[src/design/ewp_pkg.sv]
// constants, types and state codes for the eeprom guard control block
package ewp_pkg;
    localparam int          ADDR_W         = 8;
    localparam int          DATA_W         = 32;
    localparam int          WORD_A_W       = 6;
    localparam int          CMD_BITS       = 8;
    localparam int          WORD_BITS      = 16;
    localparam int          GROUP_MAX      = 4;
    localparam logic [7:0]  OFS_CTRL       = 8'h00;
    localparam logic [7:0]  OFS_STATUS     = 8'h04;
    localparam int          CTRL_CYC_LSB   = 0;
    localparam int          CTRL_CYC_W     = 16;
    localparam int          ST_BOUND_LSB   = 0;
    localparam int          ST_FLAG_BIT    = 8;
    localparam int          ST_BUSY_BIT    = 9;
    localparam int          ST_WEN_BIT     = 10;
    localparam int          ST_UNLOCK_BIT  = 11;
    localparam int          ST_READY_BIT   = 12;
    localparam logic [15:0] RST_PROG_CYC   = 16'h0064;
    localparam logic [5:0]  RST_BOUND      = 6'h3f;
    localparam logic        RST_FLAG       = 1'b1;
    localparam logic [5:0]  BOUND_CLEARED  = 6'h3f;
    localparam logic [1:0]  OP_READ        = 2'h2;
    localparam logic [1:0]  OP_WRITE       = 2'h1;
    localparam logic [1:0]  OP_GROUP       = 2'h3;
    localparam logic [1:0]  OP_MISC        = 2'h0;
    localparam logic [1:0]  SUB_FILL       = 2'h1;
    localparam logic [1:0]  SUB_UNLOCK     = 2'h3;
    localparam logic [1:0]  SUB_OFF        = 2'h0;
    localparam logic [5:0]  ADR_CLEAR      = 6'h3f;
    localparam logic [5:0]  ADR_LOCK       = 6'h00;
    localparam logic [1:0]  RESP_OKAY      = 2'h0;
    localparam logic [1:0]  RESP_SLVERR    = 2'h2;

    typedef struct packed {
        logic sel;
        logic sclk;
        logic din;
        logic guard;
        logic permit;
    } ewp_pins_s;

    typedef enum logic [5:0] {
        S_IDLE  = 6'h01,
        S_START = 6'h02,
        S_CMD   = 6'h04,
        S_DATA  = 6'h08,
        S_READ  = 6'h10,
        S_SKIP  = 6'h20
    } ewp_state_e;

    typedef enum logic [5:0] {
        P_NONE  = 6'h01,
        P_STORE = 6'h02,
        P_FILL  = 6'h04,
        P_GWR   = 6'h08,
        P_GCLR  = 6'h10,
        P_GLOCK = 6'h20
    } ewp_pend_e;
endpackage : ewp_pkg

[src/design/ewp_guard_ctrl.sv]
// serial eeprom write-guard control with axi4-lite status and timing access
//
// Local design decisions: the placing of the registers and the AXI4-Lite register port.
`timescale 1ns/100ps
module ewp_guard_ctrl (
    input  wire logic                         clk,
    input  wire logic                         rst_b,
    input  wire logic [ewp_pkg::ADDR_W-1:0]   awaddr,
    input  wire logic                         awvalid,
    output logic                              awready,
    input  wire logic [ewp_pkg::DATA_W-1:0]   wdata,
    input  wire logic [3:0]                   wstrb,
    input  wire logic                         wvalid,
    output logic                              wready,
    output logic [1:0]                        bresp,
    output logic                              bvalid,
    input  wire logic                         bready,
    input  wire logic [ewp_pkg::ADDR_W-1:0]   araddr,
    input  wire logic                         arvalid,
    output logic                              arready,
    output logic [ewp_pkg::DATA_W-1:0]        rdata,
    output logic [1:0]                        rresp,
    output logic                              rvalid,
    input  wire logic                         rready,
    input  wire ewp_pkg::ewp_pins_s           pins,
    output logic                              dout,
    output logic                              dout_oe_b
);
    ewp_pkg::ewp_pins_s   pin_s;
    ewp_pkg::ewp_state_e  st_q,    st_d;
    ewp_pkg::ewp_pend_e   pend_q,  pend_d;
    logic                 sel_p_q, sck_p_q;
    logic [7:0]           cmd_q,   cmd_d;
    logic [4:0]           bit_q,   bit_d;
    logic [2:0]           words_q, words_d;
    logic [2:0]           wmax_q,  wmax_d;
    logic                 bad_q,   bad_d;
    logic [7:0]           out_q,   out_d;
    logic [5:0]           bound_q, bound_d;
    logic                 flag_q,  flag_d;
    logic                 lock_q,  lock_d;
    logic                 wen_q,   wen_d;
    logic                 unl_q,   unl_d;
    logic                 rb_q,    rb_d;
    logic [15:0]          prog_q,  prog_d;
    logic [15:0]          cyc_q,   cyc_d;
    logic                 dout_d,  oe_b_d;
    logic                 awr_d,   bv_d,   arr_d,  rv_d;
    logic [1:0]           br_d,    rr_d;
    logic [31:0]          rd_d;
    logic                 rise,    sel_fall, busy;
    logic [7:0]           full;
    logic [5:0]           waddr;
    logic                 go;

    ewp_sync2 #(.W(5)) u_sync (
        .clk   (clk),
        .rst_b (rst_b),
        .d     (pins),
        .q     (pin_s)
    );

    function automatic logic guarded(input logic [5:0] a, input logic f,
                                     input logic [5:0] b);
        guarded = !f && (a >= b);
    endfunction : guarded

    always_comb
    begin
        rise     = pin_s.sclk && !sck_p_q;
        sel_fall = !pin_s.sel && sel_p_q;
        busy     = prog_q != 16'h0000;
        full     = {cmd_q[6:0], pin_s.din};
        waddr    = {cmd_q[5:2], cmd_q[1:0] + words_q[1:0]};
        st_d     = st_q;
        pend_d   = pend_q;
        cmd_d    = cmd_q;
        bit_d    = bit_q;
        words_d  = words_q;
        wmax_d   = wmax_q;
        bad_d    = bad_q;
        out_d    = out_q;
        bound_d  = bound_q;
        flag_d   = flag_q;
        lock_d   = lock_q;
        wen_d    = wen_q;
        unl_d    = unl_q;
        rb_d     = rb_q;
        go       = 1'b0;
        prog_d   = busy ? prog_q - 16'h0001 : prog_q;
        unique case (st_q)
            ewp_pkg::S_IDLE:
            begin
                if (pin_s.sel && !busy)
                    st_d = ewp_pkg::S_START;
            end
            ewp_pkg::S_START:
            begin
                if (rise && pin_s.din)
                begin
                    st_d   = ewp_pkg::S_CMD;
                    bit_d  = 5'h00;
                    rb_d   = 1'b0;
                    pend_d = ewp_pkg::P_NONE;
                end
            end
            ewp_pkg::S_CMD:
            begin
                if (rise)
                begin
                    cmd_d = full;
                    bit_d = bit_q + 5'h01;
                    if (bit_q == 5'(ewp_pkg::CMD_BITS - 1))
                    begin
                        st_d    = ewp_pkg::S_SKIP;
                        bit_d   = 5'h00;
                        words_d = 3'h0;
                        bad_d   = 1'b0;
                        unl_d   = 1'b0;
                        if (pin_s.guard)
                        begin
                            unique case (full[7:6])
                                ewp_pkg::OP_READ:
                                begin
                                    st_d  = ewp_pkg::S_READ;
                                    out_d = {1'b0, bound_q, flag_q};
                                end
                                ewp_pkg::OP_WRITE:
                                    if (unl_q)
                                        pend_d = ewp_pkg::P_GWR;
                                ewp_pkg::OP_GROUP:
                                    if (unl_q && full[5:0] == ewp_pkg::ADR_CLEAR)
                                        pend_d = ewp_pkg::P_GCLR;
                                ewp_pkg::OP_MISC:
                                begin
                                    if (full[5:4] == ewp_pkg::SUB_UNLOCK)
                                        unl_d = wen_q && pin_s.permit;
                                    else if (unl_q && full[5:0] == ewp_pkg::ADR_LOCK)
                                        pend_d = ewp_pkg::P_GLOCK;
                                end
                            endcase
                        end
                        else
                        begin
                            unique case (full[7:6])
                                ewp_pkg::OP_READ:
                                    st_d = ewp_pkg::S_SKIP;
                                ewp_pkg::OP_WRITE:
                                begin
                                    st_d   = ewp_pkg::S_DATA;
                                    wmax_d = 3'h1;
                                    pend_d = ewp_pkg::P_STORE;
                                end
                                ewp_pkg::OP_GROUP:
                                begin
                                    st_d   = ewp_pkg::S_DATA;
                                    wmax_d = 3'(ewp_pkg::GROUP_MAX);
                                    pend_d = ewp_pkg::P_STORE;
                                end
                                ewp_pkg::OP_MISC:
                                begin
                                    if (full[5:4] == ewp_pkg::SUB_FILL)
                                    begin
                                        st_d   = ewp_pkg::S_DATA;
                                        wmax_d = 3'h1;
                                        pend_d = ewp_pkg::P_FILL;
                                    end
                                    else if (full[5:4] == ewp_pkg::SUB_UNLOCK)
                                        wen_d = pin_s.permit;
                                    else if (full[5:4] == ewp_pkg::SUB_OFF)
                                        wen_d = 1'b0;
                                end
                            endcase
                        end
                    end
                end
            end
            ewp_pkg::S_DATA:
            begin
                if (rise && words_q < wmax_q)
                begin
                    bit_d = bit_q + 5'h01;
                    if (bit_q == 5'(ewp_pkg::WORD_BITS - 1))
                    begin
                        bit_d   = 5'h00;
                        words_d = words_q + 3'h1;
                        if (guarded(waddr, flag_q, bound_q))
                            bad_d = 1'b1;
                    end
                end
            end
            ewp_pkg::S_READ:
            begin
                if (rise)
                    out_d = {out_q[6:0], 1'b0};
            end
            ewp_pkg::S_SKIP:
            begin
                st_d = ewp_pkg::S_SKIP;
            end
        endcase
        if (!pin_s.sel)
        begin
            st_d = ewp_pkg::S_IDLE;
            if (!busy)
                rb_d = 1'b0;
        end
        if (sel_fall && !busy && (st_q == ewp_pkg::S_SKIP || st_q == ewp_pkg::S_DATA))
        begin
            unique case (pend_q)
                ewp_pkg::P_STORE:
                    go = wen_q && pin_s.permit && words_q != 3'h0 && !bad_q;
                ewp_pkg::P_FILL:
                    go = wen_q && pin_s.permit && words_q != 3'h0 && flag_q;
                ewp_pkg::P_GWR, ewp_pkg::P_GCLR, ewp_pkg::P_GLOCK:
                    go = wen_q && pin_s.permit && pin_s.guard && !lock_q;
                default:
                    go = 1'b0;
            endcase
            if (go)
            begin
                prog_d = (cyc_q == 16'h0000) ? 16'h0001 : cyc_q;
                rb_d   = 1'b1;
                if (pend_q == ewp_pkg::P_GWR)
                begin
                    bound_d = cmd_q[5:0];
                    flag_d  = 1'b0;
                end
                if (pend_q == ewp_pkg::P_GCLR)
                begin
                    bound_d = ewp_pkg::BOUND_CLEARED;
                    flag_d  = 1'b1;
                end
                if (pend_q == ewp_pkg::P_GLOCK)
                    lock_d = 1'b1;
            end
            pend_d = ewp_pkg::P_NONE;
        end
        if (st_q == ewp_pkg::S_READ && pin_s.sel)
        begin
            dout_d = out_q[7];
            oe_b_d = 1'b0;
        end
        else if (rb_q && pin_s.sel)
        begin
            dout_d = !busy;
            oe_b_d = 1'b0;
        end
        else
        begin
            dout_d = 1'b1;
            oe_b_d = 1'b1;
        end
    end

    always_comb
    begin
        cyc_d = cyc_q;
        awr_d = awvalid && wvalid && !awready && !bvalid;
        bv_d  = bvalid && !bready;
        br_d  = bresp;
        if (awready)
        begin
            bv_d = 1'b1;
            br_d = ewp_pkg::RESP_OKAY;
            if (awaddr == ewp_pkg::OFS_CTRL)
            begin
                if (wstrb[0])
                    cyc_d[7:0] = wdata[ewp_pkg::CTRL_CYC_LSB +: 8];
                if (wstrb[1])
                    cyc_d[15:8] = wdata[ewp_pkg::CTRL_CYC_LSB + 8 +: 8];
            end
            else if (awaddr != ewp_pkg::OFS_STATUS)
                br_d = ewp_pkg::RESP_SLVERR;
        end
        arr_d = arvalid && !arready && !rvalid;
        rv_d  = rvalid && !rready;
        rr_d  = rresp;
        rd_d  = rdata;
        if (arready)
        begin
            rv_d = 1'b1;
            rr_d = ewp_pkg::RESP_OKAY;
            rd_d = 32'h0000_0000;
            if (araddr == ewp_pkg::OFS_CTRL)
                rd_d[ewp_pkg::CTRL_CYC_LSB +: ewp_pkg::CTRL_CYC_W] = cyc_q;
            else if (araddr == ewp_pkg::OFS_STATUS)
            begin
                rd_d[ewp_pkg::ST_BOUND_LSB +: ewp_pkg::WORD_A_W] = bound_q;
                rd_d[ewp_pkg::ST_FLAG_BIT]   = flag_q;
                rd_d[ewp_pkg::ST_BUSY_BIT]   = busy;
                rd_d[ewp_pkg::ST_WEN_BIT]    = wen_q;
                rd_d[ewp_pkg::ST_UNLOCK_BIT] = unl_q;
                rd_d[ewp_pkg::ST_READY_BIT]  = rb_q;
            end
            else
                rr_d = ewp_pkg::RESP_SLVERR;
        end
    end

    always_ff @(posedge clk or negedge rst_b)
    begin
        if (!rst_b)
        begin
            st_q      <= ewp_pkg::S_IDLE;
            pend_q    <= ewp_pkg::P_NONE;
            sel_p_q   <= 1'b0;
            sck_p_q   <= 1'b0;
            cmd_q     <= 8'h00;
            bit_q     <= 5'h00;
            words_q   <= 3'h0;
            wmax_q    <= 3'h0;
            bad_q     <= 1'b0;
            out_q     <= 8'h00;
            bound_q   <= ewp_pkg::RST_BOUND;
            flag_q    <= ewp_pkg::RST_FLAG;
            lock_q    <= 1'b0;
            wen_q     <= 1'b0;
            unl_q     <= 1'b0;
            rb_q      <= 1'b0;
            prog_q    <= 16'h0000;
            cyc_q     <= ewp_pkg::RST_PROG_CYC;
            dout      <= 1'b1;
            dout_oe_b <= 1'b1;
            awready   <= 1'b0;
            wready    <= 1'b0;
            bvalid    <= 1'b0;
            bresp     <= ewp_pkg::RESP_OKAY;
            arready   <= 1'b0;
            rvalid    <= 1'b0;
            rresp     <= ewp_pkg::RESP_OKAY;
            rdata     <= 32'h0000_0000;
        end
        else
        begin
            st_q      <= st_d;
            pend_q    <= pend_d;
            sel_p_q   <= pin_s.sel;
            sck_p_q   <= pin_s.sclk;
            cmd_q     <= cmd_d;
            bit_q     <= bit_d;
            words_q   <= words_d;
            wmax_q    <= wmax_d;
            bad_q     <= bad_d;
            out_q     <= out_d;
            bound_q   <= bound_d;
            flag_q    <= flag_d;
            lock_q    <= lock_d;
            wen_q     <= wen_d;
            unl_q     <= unl_d;
            rb_q      <= rb_d;
            prog_q    <= prog_d;
            cyc_q     <= cyc_d;
            dout      <= dout_d;
            dout_oe_b <= oe_b_d;
            awready   <= awr_d;
            wready    <= awr_d;
            bvalid    <= bv_d;
            bresp     <= br_d;
            arready   <= arr_d;
            rvalid    <= rv_d;
            rresp     <= rr_d;
            rdata     <= rd_d;
        end
    end
endmodule : ewp_guard_ctrl

[src/design/ewp_sync2.sv]
// two-flop synchroniser for a group of pin levels
`timescale 1ns/100ps
module ewp_sync2 #(
    parameter int W = 5
) (
    input  wire logic         clk,
    input  wire logic         rst_b,
    input  wire logic [W-1:0] d,
    output logic      [W-1:0] q
);
    logic [W-1:0] meta_q;

    always_ff @(posedge clk or negedge rst_b)
    begin
        if (!rst_b)
        begin
            meta_q <= '0;
            q      <= '0;
        end
        else
        begin
            meta_q <= d;
            q      <= meta_q;
        end
    end
endmodule : ewp_sync2
[config.mk]
export PLATFORM = sky130hd
export DESIGN_NAME = ewp_guard_ctrl
export DESIGN_NICKNAME = d
export VERILOG_FILES = /design/src/design/ewp_pkg.sv /design/src/design/ewp_guard_ctrl.sv /design/src/design/ewp_sync2.sv
export SDC_FILE = /design/constraint.sdc
export NUM_CORES = 1
export LEC_CHECK = 0
export BUFFER_PORTS_ARGS = -buffer_cell sky130_fd_sc_hd__buf_2
export CAP_MARGIN = 40
export CORE_MARGIN = 5
export CORE_UTILIZATION = 50
export DETAILED_ROUTE_END_ITERATION = 10
export MAX_ROUTING_LAYER = met4
export PLACE_DENSITY = 0.72
export SKIP_LAST_GASP = 1
export SYNTH_ARGS = -nofsm -noshare
export SYNTH_HDL_FRONTEND = slang
export SYNTH_SLANG_ARGS = --single-unit
[constraint.sdc]
create_clock -name clk -period 2.4 [get_ports clk]
set_input_delay 0 -clock clk [delete_from_list [all_inputs] [get_ports clk]]
set_output_delay 0 -clock clk [all_outputs]
set_load 0.02 [all_outputs]
# Yosys cells after proc, flatten, opt, wreduce, memory -nomap -nowiden
# Cells that the tools add are included.
[op_classes] addsub=4 n_bitwise=2 eq_ne=46 n_reduce_logical=69 n_mux=85 order_cmp=2
[ops] op="two-way mux 6 bit" count=22
[ops] op="two-way mux 16 bit" count=4
[ops] op="two-way mux 8 bit" count=5
[ops] op="one-hot mux 6 bit (3 select lines)" count=2
[ops] op="two-way mux 5 bit" count=7
[ops] op="logical AND 1 bit" count=25
[ops] op="two-way mux 1 bit" count=25
[ops] op="!= test 5 bit (second input constant)" count=5
[ops] op="one-hot mux 6 bit (2 select lines)" count=2
[ops] op="one-hot mux 6 bit (4 select lines)" count=1
[ops] op="!= test 3 bit (second input constant)" count=7
[ops] op="== test 6 bit (second input constant)" count=3
[ops] op="two-way mux 3 bit" count=6
[ops] op="AND reduction 6 bit" count=3
[ops] op="logical NOT 16 bit" count=1
[ops] op="logical NOT 8 bit" count=2
[ops] op="!= test 2 bit (second input constant)" count=8
[ops] op="one-hot mux 8 bit (2 select lines)" count=1
[ops] op="nonzero test 16 bit" count=1
[ops] op="subtractor 16 x 1 -> 16 bit (second input constant)" count=1
[ops] op="one-hot mux 5 bit (3 select lines)" count=1
[ops] op="AND reduction 3 bit" count=5
[ops] op="== test 6 x 2 -> 1 bit (second input constant)" count=2
[ops] op="== test 6 x 3 -> 1 bit (second input constant)" count=2
[ops] op="other kinds (36)" count=67
[word_totals] word_cells=238 register_bits=120

# Longest topological paths before layout
[logic_depth] word_depth=10 ltp_mapped=9 depth_no_buf=8

# Modules after synthesis
# Synthesis repeated with hierarchy kept, for this count alone.
[hier_totals] hier_cells=586 hier_area_um2=6025.8
[by_module_without_submodules] mod="ewp_guard_ctrl" seq_area_each_um2=2695.1 area_each_um2=5775.5 instances=1 cells_each=576
[by_module_without_submodules] mod="ewp_sync2" seq_area_each_um2=250.2 area_each_um2=250.2 instances=1 cells_each=10

# Worst setup path after synthesis
# OpenSTA, ideal clock, no wires.
[synth_path] path_kind="reg2reg" from="reg prog_q[0]" to="reg prog_q[1]" period_less_slack_ns=2.012 path_stages_with_launch=9 arrival_time_ns=1.887 required_ns=2.275 slack_ns=0.388 setup_ns=0.125 path_cell_list="dfrtp_1 > inv_1 > ha_1 > nor3b_1 > nand4_2 > nor2_1 > and2_1 > buf_2 > mux2_2"
[synth_between] elab_chain_cells=5 elab_cells_between_ends=8
[synth_lines] element="start: declaration" line_no="ewp_guard_ctrl.sv:45" text="logic [15:0] prog_q, prog_d;"
[synth_lines] element="start signal: assignment" line_no="ewp_guard_ctrl.sv:352" text="prog_q <= prog_d;"
[synth_lines] element="parallel branches: the longest is 4 deep, another holds subtractor 16 x 1 -> 16 bit"
[synth_lines] element="two-way mux 16 bit *" line_no="ewp_guard_ctrl.sv:208" text="if (sel_fall && !busy && (st_q == ewp_pkg::S_SKIP || st_q == ewp_pkg::S_DATA))"
[synth_lines] element="net prog_d[1]" line_no="ewp_guard_ctrl.sv:45"
# Mark *: on every way through the listed nets, which the timed path passes.
# A chain may end at the register's enable or synchronous reset.

# Final worst setup path
[layout_path] from="reg bit_q[0]" to="reg pend_q[4]"
[layout_between] elab_chain_cells=3
[layout_lines] element="start: declaration" line_no="ewp_guard_ctrl.sv:34" text="logic [4:0] bit_q, bit_d;"
[layout_lines] element="start signal: assignment" line_no="ewp_guard_ctrl.sv:341" text="bit_q <= bit_d;"
[layout_lines] element="== test 5 x 3 -> 1 bit" line_no="ewp_guard_ctrl.sv:113" text="if (bit_q == 5'(ewp_pkg::CMD_BITS - 1))"
[layout_lines] element="!= test 3 bit (no line)"
[layout_lines] element="AND reduction 11 bit (no line)"
[layout_lines] element="end signal: assignment" line_no="ewp_guard_ctrl.sv:306" text="pend_q <= ewp_pkg::P_NONE;"
[layout_lines] element="end signal: assignment" line_no="ewp_guard_ctrl.sv:337" text="pend_q <= pend_d;"
[layout_lines] element="end: declaration" line_no="ewp_guard_ctrl.sv:31" text="ewp_pkg::ewp_pend_e pend_q, pend_d;"
# No other way between the ends.

==> summary.md <==
| Metric | Value |
|---|---|
| Outcome | finished, final reports clean |
| Fill cells | 946 |
| Global placer's final weighted congestion | 0.865 |
| Fraction of post-synthesis cell area in the top cell type by area | 42.2% |
| Static leakage | 0.00369 µW |
| Antenna violations before repair | 0 |
| Cell family with the largest share of critical-path delay | simple AND/OR/NAND/NOR gates |
| Endpoint kind of the worst setup timing path | register |
| Hold WC Path Type | in -> reg |
| Type of element launching the critical path | register |
| Floorplan row count | 40 |
| Count of final setup violators | 0 |
| DRC marker count from the first detailed-route iteration | 279 |
| Required @ worst endpoint | 2.72 ns |
| Total CTS buffers | 17 |
| CTS Root Buffer Type | clkbuf_16 |
| EDFF count, synth | 0 |
| Fmax | 0.441 GHz |
| Setup slack of the most critical reg-to-reg path | 0.13 ns |
| Average wire length per cell after detail routing | 17.2 µm |
| Effective utilization at floorplan | 50.8% |
| Post-synth ARST share | 100% |
| Die X-Extent | 121 µm |
| Power consumption | 5210 µW |
| N_diodes | 0 |
| CP arrival | 2.59 ns |
| Min Clock Period, post-route | 2.27 ns |
| Slew of the pin with the lowest slew margin | 0.622 ns |
| Overall global routing resource usage | 21.5% |
| Synthesized netlist cell count | 560 |
| Number of clock sinks | 117 |
| Half-perimeter wire length of the detailed placement result | 9.77 mm |
| Max-slew headroom at the worst pin | 58.5% |
| Total number of vias | 4,663 |
| Leading area contributor after synthesis | dfrtp_1 |
| Number of storage elements in the synthesis netlist | 117 |
| Antenna-violating nets left | 0 |
| Post-detailed-route DRC marker count | 0 |
| Final Slew Violations | 0 |
| Master of the slowest instance on the critical path | dfrtp_1 |
| Distinct cell type count of the synthesized netlist | 66 |
| Average vias per placed instance | 5.62 |
| Area added between synthesis and finish | 21.7% |
| Core box area | 12,000 µm² |
| Finished Cell Area | 7430 µm² |
| Depth of the worst hold-timing path | 3 |
| Power per standard cell area | 701 nW/µm² |
| Count of buffers added by post-CTS timing repair for setup | 0 |
| Ordered list of cells on the worst path | ha_1 > nor4bb_2 > nand2_1 > a311oi_1 > o211a_1 > buf_4 > mux2i_1 |
| Final net count | 757 |
| Combined buffer and inverter count along the critical path | 1 |
| Number of cell instances on the worst register-to-register path | 7 |
| First-pass GRT wire length | 24.4 mm |
| Mean area per synthesized cell | 10.9 µm² |
| Clock buffer depth | 2 |
| Proportion of layout cells with a drive suffix above 1 | 25.2% |
| Reg-to-reg critical path startpoint | bit_q[0] |
| End of the worst hold path | cyc_q[11] |
| Setup tns final | 0 ns |
| Unrepaired setup endpoints after global routing | false |
| Seq/Total Area, Yosys | 48.2% |
| Post-Route WL | 14.3 mm |
| Max VDD drop | 0.000453 V |
| Vias in the first global route | 4,948 |
| Met3 routed WL | 703 µm |
| R2r endpoint | pend_q[4] |
| Die area | 14,500 µm² |
| Clk Latency, worst-skew pair | 0.41 ns |
| Tcrit/Tclk final | 94.5% |
| Number of H-tree branching levels | 4 |
| Met2 Routed Length | 7.06 mm |
| Clock-pin slew of the registers on the worst-case setup and hold paths | 0.05 ns |
| Final design utilization | 61.9% |
| Max-Cap Viols | 0 |
| Highest fanout seen on the critical path | 5 |
| Area of the mapped netlist | 6110 µm² |
| Gr ovfl total | 0 |
| Biggest cell delay along the critical path | 0.39 ns |
| Source of the worst hold timing path | wstrb[1] |
| Endpoints failing hold | 0 |
| Cell area after placement | 6580 µm² |
| Highest metal layer with signal wires | met4 |
| TritonCTS clock tree | built |
| Maximum number of pins on one net before global-route repair | 118 |
| YS warnings | 0 |
| 1st-pass router iterations | 5 |
| Number of buffers added on ports | 70 |
| Die H | 121 µm |
| Ys flop type | dfrtp_1 |
| Most area-consuming cells after synthesis | dfrtp_1, dfstp_2, mux2_2, ha_1, mux2i_1 |
| Worst clock skew on the final layout | 0.00497 ns |
| Worst Path Class, Setup | reg -> reg |
| Routed metal-1 wire length | 6.30 mm |
| Ports | 107 |
==> repair_timing <==
| item | 4_1_cts | 5_1_grt |
|---|---|---|
| endpoints found under the hold margin | 129 | 0 |
| gates resized for setup | 0 | 1 |
| endpoints found under the setup margin | 0 | 4 |
| hold buffers | 29 | 0 |
==> tightest hold or removal path: stages <==
cell and delay [ns]:
buf_2 0.11, nand2_2 0.16, mux2_2 0.18
==> layer usage <==
| metal | up-vias | track usage [%] |
|---|---|---|
| met4 | 0 | 8.00 |
| met2 | 135 | 34.6 |
| met5 | - | - |
| met1 | 2315 | 27.1 |
| met3 | 22 | 4.21 |
| li1 | 2191 | - |
==> area by class of cell <==
class | instances | area (µm²) | area share (%)
clock buffers | 22 | 454 | 6.11
clock inverters | 9 | 106 | 1.43
inverters | 30 | 113 | 1.52
multi-input cells | 390 | 2860 | 38.5
flip-flops and latches | 117 | 2950 | 39.6
well taps | 147 | 184 | 2.47
repair buffers | 114 | 768 | 10.3
==> state kept, by name, indices dropped and copies added, names as in the netlist, 2 cells and up <==
register	count
bit_q	5
bound_q	6
cmd_q	7
cyc_q	16
out_q	8
pend_q	6
prog_q	16
rdata	16
st_q	6
u_sync.meta_q	5
u_sync.q	5
wmax_q	2
words_q	3
==> kinds of logic (layout without fill, tap and decap cells) <==
logic type | Yosys count | after routing | share of synthesized area (%)
AND/OR/NAND/NOR | 182 | 182 | 17.2
flip-flops | 117 | 117 | 48.2
AO/OA/AOI/OAI | 98 | 98 | 12.2
buffers and inverters | 70 | 175 | 6.06
multiplexers | 52 | 52 | 9.14
adder cells (fa/ha/maj) | 23 | 23 | 4.71
XOR/XNOR | 17 | 17 | 2.44
other | 1 | 18 | 0.0614
==> per-stage QoR <==
| step | cells | setup slack, ns | hold slack [ns] |
|---|---|---|---|
| floorplan | 577 | 0.388 | -0.296 |
| global route | 829 | 0.0160 | 0.0754 |
| detailed placement | 769 | 0.181 | 0.109 |
| global placement | 769 | 0.218 | 0.107 |
| CTS | 829 | 0.0970 | 0.0491 |
| finish | 829 | 0.131 | 0.0701 |
==> power breakdown <==
part	internal, µW	leakage [µW]	total (µW)	switching, µW
logic	270	0.00188	596	325
clock network	1540	0.000266	2420	874
registers	2070	0.00154	2200	127
==> Yosys cell counts (all sizes together) (7+ instances only) <==
cell,n
dfrtp,103
nand2,40
nor2,34
buf,29
inv,29
mux2,27
mux2i,25
ha,23
nor4,20
o21ai,19
nand3,17
a21o,15
dfstp,14
clkbuf,11
nor3,11
o2bb2ai,11
a21oi,10
nand4,10
xnor2,10
nand2b,8
nor3b,8
xor2,7
==> worst max-delay path by stage <==
| stage | startpoint | to | depth (start not counted) |
|---|---|---|---|
| after global routing | bit_q[0] | pend_q[4] | 7 |
| after detailed placement | bit_q[0] | pend_q[1] | 6 |
| after floorplan | prog_q[0] | prog_q[1] | 8 |
| final | bit_q[0] | pend_q[4] | 7 |
| after CTS | bit_q[0] | pend_q[4] | 7 |
| after global placement | bit_q[0] | pend_q[1] | 6 |
==> cell usage in the layout, fill, tap and decap left out, types with 17 or more instances in the layout <==
cell type / synthesis / routed
buf_2: 4 / 69
clkbuf_16: 0 / 17
conb_1: 1 / 18
dfrtp_1: 103 / 103
dlygate4sd3_1: 0 / 29
ha_1: 23 / 23
inv_1: 29 / 29
mux2_2: 26 / 26
mux2i_1: 25 / 25
nand2_1: 37 / 37
nand3_1: 17 / 17
nor2_1: 34 / 34
o21ai_0: 19 / 19
Power figures use the tool's default switching activity.
